### config.mk
export PLATFORM = sky130hd
export DESIGN_NAME = port_io_exec
export DESIGN_NICKNAME = d
export VERILOG_FILES = /design/src/logic/pio_pkg.sv /design/src/logic/reg_if.sv /design/src/logic/ahb_front.sv /design/src/logic/io_gate.sv /design/src/logic/port_io_exec.sv
export VERILOG_INCLUDE_DIRS = /design/src /design/src/logic
export SDC_FILE = /design/constraint.sdc
export NUM_CORES = 1
export LEC_CHECK = 0
export BUFFER_PORTS_ARGS = -buffer_cell sky130_fd_sc_hd__buf_2
export CORE_UTILIZATION = 30
export DETAILED_ROUTE_END_ITERATION = 8
export GPL_TIMING_DRIVEN = 0
export PLACE_DENSITY = 0.55
export SLEW_MARGIN = 30
export SYNTH_ARGS = -nofsm -noshare
export SYNTH_HDL_FRONTEND = slang
export SYNTH_SLANG_ARGS = --single-unit
### constraint.sdc
create_clock -name hclk -period 13 [get_ports hclk]
set_clock_uncertainty 0.15 [all_clocks]
set_input_delay 2.6 -clock hclk [delete_from_list [all_inputs] [get_ports hclk]]
set_output_delay 2.6 -clock hclk [all_outputs]
set_load 0.005 [all_outputs]
### src/logic/pio_params.svh
// offsets, field positions and reset values of the port i/o engine
`ifndef PIO_PARAMS_SVH
`define PIO_PARAMS_SVH
// ===========================================
// register byte offsets
`define PIO_OFF_CTRL  8'h00
`define PIO_OFF_ACC   8'h04
`define PIO_OFF_PIDX  8'h08
`define PIO_OFF_CNT   8'h0C
`define PIO_OFF_DIDX  8'h10
`define PIO_OFF_SIDX  8'h14
`define PIO_OFF_ESEG  8'h18
`define PIO_OFF_DSEG  8'h1C
`define PIO_OFF_STAT  8'h20
`define PIO_OFF_MASK  8'h24
// ===========================================
// control word fields
`define PIO_CTL_OP    1:0
`define PIO_CTL_WORD  2
`define PIO_CTL_IDX   3
`define PIO_CTL_REP   4
`define PIO_CTL_PROT  5
`define PIO_CTL_CPL   7:6
`define PIO_CTL_IO_PRIV_THRESHOLD  9:8
`define PIO_CTL_DIR   10
`define PIO_CTL_IMM   23:16
`define PIO_CTL_GO    31
`define PIO_CTL_MASK  32'h00FF_07FF
// ===========================================
// status bits and reset values
`define PIO_ST_DONE   0
`define PIO_ST_FAULT  1
`define PIO_ST_BUSY   2
`define PIO_RST_CTRL  32'h0000_0000
`define PIO_RST_WORD  16'h0000
`define PIO_RST_MASK  2'h0
`endif

### src/logic/pio_pkg.sv
// types shared by the port i/o engine
package pio_pkg;
  typedef enum logic [1:0] {
    op_port_in, op_port_out, port_block_read_op, port_block_write_op
  } op_e;
  typedef logic [15:0] word_t;
  typedef logic [19:0] phys_t;
endpackage

### src/logic/reg_if.sv
// register access carrier between bus front end and engine
`timescale 1ns/1ps
interface reg_if;
  logic        wr;
  logic [7:0]  addr;
  logic [31:0] wdata;
  logic [31:0] rdata;
  modport front (output wr, output addr, output wdata, input rdata);
  modport regs  (input wr, input addr, input wdata, output rdata);
endinterface

### src/logic/ahb_front.sv
// ahb-lite slave front end with one wait state per transfer
`timescale 1ns/1ps
module ahb_front (
  input  wire logic        hclk,
  input  wire logic        hresetn,
  input  wire logic        hsel,
  input  wire logic [31:0] haddr,
  input  wire logic [1:0]  htrans,
  input  wire logic        hwrite,
  input  wire logic        hready,
  input  wire logic [31:0] hwdata,
  output logic             hreadyout,
  output logic [31:0]      hrdata,
  output logic             hresp,
  reg_if.front             rb
);
  logic       dp_q, dp_d, wr_q, wr_d, rdy_d;
  logic [7:0] a_q, a_d;
  logic [31:0] rd_d;
  // ===========================================
  // address phase capture; wait state lets read data come from a flop
  always_comb begin
    dp_d  = 1'b0;
    rdy_d = 1'b1;
    a_d   = a_q;
    wr_d  = wr_q;
    rd_d  = hrdata;
    if (hsel && htrans[1] && hready) begin
      dp_d  = 1'b1;
      rdy_d = 1'b0;
      // addresses beyond the map decode to a hole that reads zero
      a_d   = (haddr[31:8] == 24'h00_0000) ? haddr[7:0] : 8'hFF;
      wr_d  = hwrite;
    end
    if (dp_q) begin
      rd_d = wr_q ? 32'h0000_0000 : rb.rdata;
    end
  end
  always_ff @(posedge hclk or negedge hresetn) begin
    if (!hresetn) begin
      dp_q      <= 1'b0;
      wr_q      <= 1'b0;
      a_q       <= 8'h00;
      hreadyout <= 1'b1;
      hrdata    <= 32'h0000_0000;
      hresp     <= 1'b0;
    end else begin
      dp_q      <= dp_d;
      wr_q      <= wr_d;
      a_q       <= a_d;
      hreadyout <= rdy_d;
      hrdata    <= rd_d;
      hresp     <= 1'b0; // always okay
    end
  end
  assign rb.wr    = dp_q & wr_q;
  assign rb.addr  = a_q;
  assign rb.wdata = hwdata;
endmodule

### src/logic/io_gate.sv
// privilege gate and port number resolution
`timescale 1ns/1ps
module io_gate (
  input  wire logic          prot_mode,
  input  wire logic [1:0]    current_priv_level,
  input  wire logic [1:0]    io_priv_threshold,
  input  wire pio_pkg::op_e  op,
  input  wire logic          use_index,
  input  wire logic          word,
  input  wire logic [7:0]    imm_port,
  input  wire pio_pkg::word_t port_index_reg,
  output logic               allowed,
  output pio_pkg::word_t     port
);
  import pio_pkg::*;
  word_t raw;
  // ===========================================
  // real mode skips the check; protected mode needs level <= threshold
  assign allowed = !prot_mode || (current_priv_level <= io_priv_threshold);
  // block ops always use the index register; others may use the immediate
  always_comb begin
    if (op == port_block_read_op || op == port_block_write_op || use_index) begin
      raw = port_index_reg;
    end else begin
      raw = {8'h00, imm_port};
    end
  end
  // word ports are even: the low address bit is forced clear
  assign port = word ? {raw[15:1], 1'b0} : raw;
endmodule

### src/logic/port_io_exec.sv
// port and block i/o execution engine with ahb-lite registers
// Operation
// - protected mode needs privilege level <= threshold
// - insufficient privilege raises protection exception
// - byte reads fill low byte, word full
// - immediate port: 256 bytes, even words
// - index register port spans whole 16-bit range
// - writes send low byte or word
// - byte/word forms; pointer steps one or two
// - direction flag zero increments, one decrements
// - block read stores at extra segment:dest
// - block ops always use index register port
// - block write fetches from data segment:source
// - repeat decrements counter, stops at zero
// - dest index adjusted after counter decrement
// - source index adjusted after counter decrement
// - real mode skips privilege check
//
// Implementation choices: register access over AHB-Lite and the address map.
`timescale 1ns/1ps
`include "pio_params.svh"
module port_io_exec (
  input  wire logic           hclk,
  input  wire logic           hresetn,
  input  wire logic           hsel,
  input  wire logic [31:0]    haddr,
  input  wire logic [1:0]     htrans,
  input  wire logic           hwrite,
  input  wire logic [2:0]     hsize,
  input  wire logic           hready,
  input  wire logic [31:0]    hwdata,
  output logic                hreadyout,
  output logic [31:0]         hrdata,
  output logic                hresp,
  output pio_pkg::word_t      io_port,
  output pio_pkg::word_t      io_wdata,
  output logic                io_rd,
  output logic                io_wr,
  output logic                io_word,
  input  wire pio_pkg::word_t io_rdata,
  input  wire logic           io_ack,
  output pio_pkg::phys_t      mem_addr,
  output pio_pkg::word_t      mem_wdata,
  output logic                mem_rd,
  output logic                mem_wr,
  output logic                mem_word,
  input  wire pio_pkg::word_t mem_rdata,
  input  wire logic           mem_ack,
  output logic                prot_fault,
  output logic                irq
);
  import pio_pkg::*;
  typedef enum logic [2:0] {st_idle, st_io, st_mem, st_step} state_e;
  reg_if rb ();
  // ===========================================
  // bus front end
  ahb_front u_front (
    .hclk      (hclk),
    .hresetn   (hresetn),
    .hsel      (hsel),
    .haddr     (haddr),
    .htrans    (htrans),
    .hwrite    (hwrite),
    .hready    (hready),
    .hwdata    (hwdata),
    .hreadyout (hreadyout),
    .hrdata    (hrdata),
    .hresp     (hresp),
    .rb        (rb.front)
  );
  state_e      st_q, st_d;
  logic [31:0] ctrl_q, ctrl_d;
  word_t       acc_q, acc_d, pidx_q, pidx_d, cnt_q, cnt_d;
  word_t       didx_q, didx_d, sidx_q, sidx_d, eseg_q, eseg_d, dseg_q, dseg_d;
  logic [1:0]  stat_q, stat_d, mask_q, mask_d;
  logic        irq_d, fault_d, start_q, start_d;
  word_t       io_port_d, io_wdata_d, mem_wdata_d;
  phys_t       mem_addr_d;
  logic        io_rd_d, io_wr_d, io_word_d, mem_rd_d, mem_wr_d, mem_word_d;
  op_e         op;
  logic        word, block_loop_prefix, dir, allowed, go, set_done, set_fault;
  word_t       port, step, cnt_n;
  assign op   = op_e'(ctrl_q[`PIO_CTL_OP]);
  assign word = ctrl_q[`PIO_CTL_WORD];
  assign block_loop_prefix  = ctrl_q[`PIO_CTL_REP];
  assign dir  = ctrl_q[`PIO_CTL_DIR];
  // ===========================================
  // privilege and port resolution
  io_gate u_gate (
    .prot_mode          (ctrl_q[`PIO_CTL_PROT]),
    .current_priv_level (ctrl_q[`PIO_CTL_CPL]),
    .io_priv_threshold  (ctrl_q[`PIO_CTL_IO_PRIV_THRESHOLD]),
    .op                 (op),
    .use_index          (ctrl_q[`PIO_CTL_IDX]),
    .word               (word),
    .imm_port           (ctrl_q[`PIO_CTL_IMM]),
    .port_index_reg     (pidx_q),
    .allowed            (allowed),
    .port               (port)
  );
  // pointer step by element size
  assign step  = word ? 16'h0002 : 16'h0001;
  assign cnt_n = block_loop_prefix ? cnt_q - 16'h0001 : cnt_q;
  // segment base plus offset
  function automatic phys_t phys(input word_t seg, input word_t off);
    phys = {seg, 4'h0} + {4'h0, off};
  endfunction
  // a start is taken only from idle; writes while busy are dropped except to status and mask
  assign go = rb.wr && (rb.addr == `PIO_OFF_CTRL) && rb.wdata[`PIO_CTL_GO] && (st_q == st_idle);
  // ===========================================
  // register read mux
  always_comb begin
    rb.rdata = 32'h0000_0000;
    unique case (rb.addr)
      `PIO_OFF_CTRL: rb.rdata = ctrl_q;
      `PIO_OFF_ACC:  rb.rdata = {16'h0000, acc_q};
      `PIO_OFF_PIDX: rb.rdata = {16'h0000, pidx_q};
      `PIO_OFF_CNT:  rb.rdata = {16'h0000, cnt_q};
      `PIO_OFF_DIDX: rb.rdata = {16'h0000, didx_q};
      `PIO_OFF_SIDX: rb.rdata = {16'h0000, sidx_q};
      `PIO_OFF_ESEG: rb.rdata = {16'h0000, eseg_q};
      `PIO_OFF_DSEG: rb.rdata = {16'h0000, dseg_q};
      `PIO_OFF_STAT: rb.rdata = {29'h0000_0000, st_q != st_idle, stat_q};
      `PIO_OFF_MASK: rb.rdata = {30'h0000_0000, mask_q};
      default:       rb.rdata = 32'h0000_0000;
    endcase
  end
  // ===========================================
  // engine next state
  always_comb begin
    st_d        = st_q;
    ctrl_d      = ctrl_q;
    acc_d       = acc_q;
    pidx_d      = pidx_q;
    cnt_d       = cnt_q;
    didx_d      = didx_q;
    sidx_d      = sidx_q;
    eseg_d      = eseg_q;
    dseg_d      = dseg_q;
    start_d     = go; // decode waits a cycle so the new control word stands
    io_port_d   = io_port;
    io_wdata_d  = io_wdata;
    io_rd_d     = io_rd;
    io_wr_d     = io_wr;
    io_word_d   = io_word;
    mem_addr_d  = mem_addr;
    mem_wdata_d = mem_wdata;
    mem_rd_d    = mem_rd;
    mem_wr_d    = mem_wr;
    mem_word_d  = mem_word;
    set_done    = 1'b0;
    set_fault   = 1'b0;
    // software writes other than status and mask land only while idle, so the engine owns its state
    if (rb.wr && st_q == st_idle) begin
      unique case (rb.addr)
        `PIO_OFF_CTRL: ctrl_d = rb.wdata & `PIO_CTL_MASK;
        `PIO_OFF_ACC:  acc_d  = rb.wdata[15:0];
        `PIO_OFF_PIDX: pidx_d = rb.wdata[15:0];
        `PIO_OFF_CNT:  cnt_d  = rb.wdata[15:0];
        `PIO_OFF_DIDX: didx_d = rb.wdata[15:0];
        `PIO_OFF_SIDX: sidx_d = rb.wdata[15:0];
        `PIO_OFF_ESEG: eseg_d = rb.wdata[15:0];
        `PIO_OFF_DSEG: dseg_d = rb.wdata[15:0];
        default: ;
      endcase
    end
    unique case (st_q)
      st_idle: begin
        if (start_q) begin
          if (!allowed) begin
            set_fault = 1'b1;
          end else if ((op == port_block_read_op || op == port_block_write_op)
                       && block_loop_prefix && cnt_q == 16'h0000) begin
            set_done = 1'b1;
          end else begin
            io_port_d = port;
            io_word_d = word;
            unique case (op)
              op_port_in, port_block_read_op: begin
                io_rd_d = 1'b1;
                st_d    = st_io;
              end
              op_port_out: begin
                io_wdata_d = word ? acc_q : {8'h00, acc_q[7:0]};
                io_wr_d    = 1'b1;
                st_d       = st_io;
              end
              port_block_write_op: begin
                mem_addr_d = phys(dseg_q, sidx_q);
                mem_word_d = word;
                mem_rd_d   = 1'b1;
                st_d       = st_mem;
              end
            endcase
          end
        end
      end
      st_io: begin
        if (io_ack) begin
          io_rd_d = 1'b0;
          io_wr_d = 1'b0;
          unique case (op)
            op_port_in: begin
              // byte read keeps the accumulator high byte
              acc_d    = word ? io_rdata : {acc_q[15:8], io_rdata[7:0]};
              set_done = 1'b1;
              st_d     = st_idle;
            end
            op_port_out: begin
              set_done = 1'b1;
              st_d     = st_idle;
            end
            port_block_read_op: begin
              // destination segment is fixed; no override reaches it
              mem_addr_d  = phys(eseg_q, didx_q);
              mem_wdata_d = word ? io_rdata : {8'h00, io_rdata[7:0]};
              mem_word_d  = word;
              mem_wr_d    = 1'b1;
              st_d        = st_mem;
            end
            port_block_write_op: st_d = st_step;
          endcase
        end
      end
      st_mem: begin
        if (mem_ack) begin
          mem_rd_d = 1'b0;
          mem_wr_d = 1'b0;
          if (op == port_block_write_op) begin
            io_wdata_d = word ? mem_rdata : {8'h00, mem_rdata[7:0]};
            io_wr_d    = 1'b1;
            st_d       = st_io;
          end else begin
            st_d = st_step;
          end
        end
      end
      st_step: begin
        cnt_d = cnt_n;
        // pointer moves in the same cycle as, and after, the decrement
        if (op == port_block_read_op) begin
          didx_d = dir ? didx_q - step : didx_q + step;
        end else begin
          sidx_d = dir ? sidx_q - step : sidx_q + step;
        end
        if (block_loop_prefix && cnt_n != 16'h0000) begin
          // next element: port number is re-read from the index register
          io_port_d = port;
          if (op == port_block_read_op) begin
            io_rd_d = 1'b1;
            st_d    = st_io;
          end else begin
            mem_addr_d = phys(dseg_q, dir ? sidx_q - step : sidx_q + step);
            mem_rd_d   = 1'b1;
            st_d       = st_mem;
          end
        end else begin
          set_done = 1'b1;
          st_d     = st_idle;
        end
      end
      default: st_d = st_idle;
    endcase
  end
  // ===========================================
  // sticky status, mask and interrupt; a set wins over a same-cycle clear
  always_comb begin
    stat_d = stat_q;
    mask_d = mask_q;
    if (rb.wr && rb.addr == `PIO_OFF_STAT) begin
      stat_d = stat_q & ~rb.wdata[1:0];
    end
    if (rb.wr && rb.addr == `PIO_OFF_MASK) begin
      mask_d = rb.wdata[1:0];
    end
    if (set_done) begin
      stat_d[`PIO_ST_DONE] = 1'b1;
    end
    if (set_fault) begin
      stat_d[`PIO_ST_FAULT] = 1'b1;
    end
    irq_d   = |(stat_d & mask_d);
    fault_d = set_fault; // one-cycle exception pulse
  end
  // ===========================================
  // state registers
  always_ff @(posedge hclk or negedge hresetn) begin
    if (!hresetn) begin
      st_q       <= st_idle;
      ctrl_q     <= `PIO_RST_CTRL;
      acc_q      <= `PIO_RST_WORD;
      pidx_q     <= `PIO_RST_WORD;
      cnt_q      <= `PIO_RST_WORD;
      didx_q     <= `PIO_RST_WORD;
      sidx_q     <= `PIO_RST_WORD;
      eseg_q     <= `PIO_RST_WORD;
      dseg_q     <= `PIO_RST_WORD;
      start_q    <= 1'b0;
      stat_q     <= 2'h0;
      mask_q     <= `PIO_RST_MASK;
      irq        <= 1'b0;
      prot_fault <= 1'b0;
      io_port    <= `PIO_RST_WORD;
      io_wdata   <= `PIO_RST_WORD;
      io_rd      <= 1'b0;
      io_wr      <= 1'b0;
      io_word    <= 1'b0;
      mem_addr   <= 20'h0_0000;
      mem_wdata  <= `PIO_RST_WORD;
      mem_rd     <= 1'b0;
      mem_wr     <= 1'b0;
      mem_word   <= 1'b0;
    end else begin
      st_q       <= st_d;
      ctrl_q     <= ctrl_d;
      acc_q      <= acc_d;
      pidx_q     <= pidx_d;
      cnt_q      <= cnt_d;
      didx_q     <= didx_d;
      sidx_q     <= sidx_d;
      eseg_q     <= eseg_d;
      dseg_q     <= dseg_d;
      start_q    <= start_d;
      stat_q     <= stat_d;
      mask_q     <= mask_d;
      irq        <= irq_d;
      prot_fault <= fault_d;
      io_port    <= io_port_d;
      io_wdata   <= io_wdata_d;
      io_rd      <= io_rd_d;
      io_wr      <= io_wr_d;
      io_word    <= io_word_d;
      mem_addr   <= mem_addr_d;
      mem_wdata  <= mem_wdata_d;
      mem_rd     <= mem_rd_d;
      mem_wr     <= mem_wr_d;
      mem_word   <= mem_word_d;
    end
  end
endmodule

==> impl_metrics.ini <==
[outcome]
outcome = finished, final reports clean

[worst_setup_path]
crit_start = ctrl_q[10]
critPathKind = reg -> reg
crit_buf_inv = 2
r2r_slack_ns = 7.73
crit_chain = nor2b_1 -> clkbuf_1 -> xor2_1 -> ha_1 -> o21ai_0 -> nand2_1 -> a21oi_1 -> xor2_1 -> o21ai_0 -> ha_1 -> inv_1 -> fa_1 -> nor2b_1 -> o21a_1 -> o21ai_0 -> a21oi_1 -> a41o_1 -> nor3_1 -> a311oi_1 -> a41oi_1
cp_top_family = compound AO/OA/AOI/OAI gates
end_kind = flop
critical_path_peak_fanout = 33
cpPeakStageDelay_ns = 0.90
crit_arrival_ns = 5.55
worstPathRequired_ns = 13.29
slowest_stage = dfrtp_2
r2r-start = ctrl_q[10]
cp_common_cell = o21ai_0
cp-start-kind = flop

[synthesis]
yosys.area.top_type = dfrtp_1
synth-seq-cells = 249
yosys_warnings = 0
synth_area_um2 = 14700
synth.distinct_cells = 78
synth_commonest_cells = dfrtp_1, nand2_1, o21ai_0
netlist_instances = 1528
yosys.cell_count.top_type = dfrtp_1
yosysTopAreaCellShare_pct = 42.2
synthTopCellsByArea = dfrtp_1, mux2_2, ha_1
yosysSeqAreaShare_pct = 42.4
async_flop_share_pct = 100
synth_edf_count = 0
avgSynthCellArea_um2 = 9.62
synthFlopType = dfrtp_1

[sta]
max_slew_margin_pct = 37.7
drv_slew = 0
rsz0062_at_grt = false
fin_crit_ns = 5.27
worst_pin_slew_ns = 0.927
hold_viol = 0
fmax_mhz = 190
setup_viol = 0
fin_crit_sh_pct = 40.5
setup_ws_ns = 7.73
tns_ns = 0

[die]
start_util_pct = 30.6
pin_count = 218
core_area_um2 = 48000
num_rows = 80
die_h_um = 223
dieArea_um2 = 49900
die_w_um = 223

[clock_network]
cts_made_buffers = 30
ctsHoldBuffers = 0
clkLatencyLatePin_ns = 0.57
cts_tree = yes
clk_path_buf_depth = 3
clock_sinks = 249
post-cts-setup-buffers = 0
h-tree-depth = 1
root_buffer = clkbuf_16
cts_resized = 0
cts.reportedPaths.clkPinSlew_ns = 0.06

[detailed_routing]
dr_total_vias = 13340
wl_per_cell_um = 23.0
ant_nets = 0
drc = 0
avgViaCountPerCell = 5.56
wirelength_um = 55300
drtIter0Drc = 1155
drtPass1Iterations = 7

[power]
p_leak_nw = 7.63
p_per_area_nw_per_um2 = 179
peakVddDrop_uv = 125
power.total_mw = 3.13

[final_layout]
fillers = 4925
antenna_cells = 0
drive_gt1_share_pct = 21.3
final_nets = 1936
layoutNonFillerInstCount = 2401
largest_reg_flops = 24
fin_area_um2 = 17500
top_regs = u_front.hrdata: 24 flops, mem_addr: 20 flops, ctrl_q: 19 flops
area_delta_synth_final_pct = 19.4
regMostFlops = u_front.hrdata

[min_path]
hp-class = reg -> reg
min_from = mem_addr[7]

[global_route]
grt_pass1_vias = 12899
grt_pass1_wl_um = 82900
grt_usage_pct = 22.0
grt_max_degree = 69
overflow = 0
antenna_found_initial = 2

[placement]
routabilityCongestion = 0.932
dp_hpwl_um = 42000
placedCellCount = 2350
post-place-ws_ns = 7.81
place_area_um2 = 16600
numPortBuffers = 196

[flow_run]
cap_violations = 0
[kinds of logic (layout without fill, tap and decap cells)]
family / count (synthesis) / after routing / synth area share [%]
and+or+nand+nor: 426 / 426 / 14.3
buffers and inverters: 168 / 418 / 4.81
xor gates and xnor gates: 48 / 48 / 2.86
AOI/OAI and AO/OA: 432 / 432 / 19.6
adders and majority gates: 61 / 61 / 5.30
other: 1 / 9 / 0.0255
muxes: 143 / 143 / 10.7
DFF: 249 / 249 / 42.4
[final cells by class]
cell class | count | area [µm²] | share of cell area, %
repair buffers | 199 | 1070 | 6.12
well taps | 615 | 769 | 4.39
inverters | 79 | 297 | 1.69
clock inverters | 14 | 104 | 0.592
flip-flops and latches | 249 | 6230 | 35.5
plain buffers | 89 | 410 | 2.34
multi-input cells | 1119 | 7810 | 44.5
clock buffers | 37 | 848 | 4.84
[power breakdown]
group          internal [mW]  switching (mW)
combinational          0.515           0.705
clock                  0.478           0.348
sequential             0.936           0.153
[placed cells by master (no fill, tap or decap), types with 13 or more instances in the layout]
master and instances:
nor2_1 90, ha_1 59, xor2_1 20, clkbuf_16 31, a21oi_1 86, or3_1 19
a41o_1 13, dfrtp_1 247, nor3_1 25, inv_1 79, buf_2 202, a22oi_1 59
o21ai_0 109, nand2b_1 13, and3_1 27, mux2i_1 54, mux2_2 81, nand3_1 29
a21o_1 16, a211oi_1 24, nand3b_1 18, clkbuf_1 66, xnor2_1 28, nand2_1 146
[worst reg2reg max path: stages, from the launching register on]
cell      delay [ns]
dfrtp_2         0.90
nor2b_1         0.23
clkbuf_1        0.38
xor2_1          0.13
ha_1            0.21
o21ai_0         0.29
nand2_1         0.09
a21oi_1         0.18
xor2_1          0.11
o21ai_0         0.34
ha_1            0.27
inv_1           0.07
fa_1            0.41
nor2b_1         0.15
o21a_1          0.14
o21ai_0         0.08
a21oi_1         0.25
a41o_1          0.30
nor3_1          0.07
a311oi_1        0.25
a41oi_1         0.14
[per-stage QoR]
| stage | util [%] | hold WS, ns |
|---|---|---|
| after floorplan | - | 0.314 |
| after global placement | 34.3 | 0.325 |
| after detailed placement | 34.5 | 0.335 |
| after CTS | 36.5 | 0.348 |
| after global routing | 36.5 | 0.369 |
| final | 36.5 | 0.342 |
[layer usage]
layer,share of wire [%],vias to the layer above,track usage (%)
met5,0,-,0
met4,3.8,0,8.26
met3,6.3,120,2.86
met2,47,521,36.0
met1,43,6623,29.5
li1,-,6076,-
[final timing paths]
kind	depth (start not counted)	to
min	1	mem_addr[7]
max in group asynchronous	3	io_port[12]
min reg2reg	1	mem_addr[7]
min in group asynchronous	1	mem_addr[6]
max reg2reg	20	mem_addr[16]
max	20	mem_addr[16]
(Power assumes the default switching activity.)
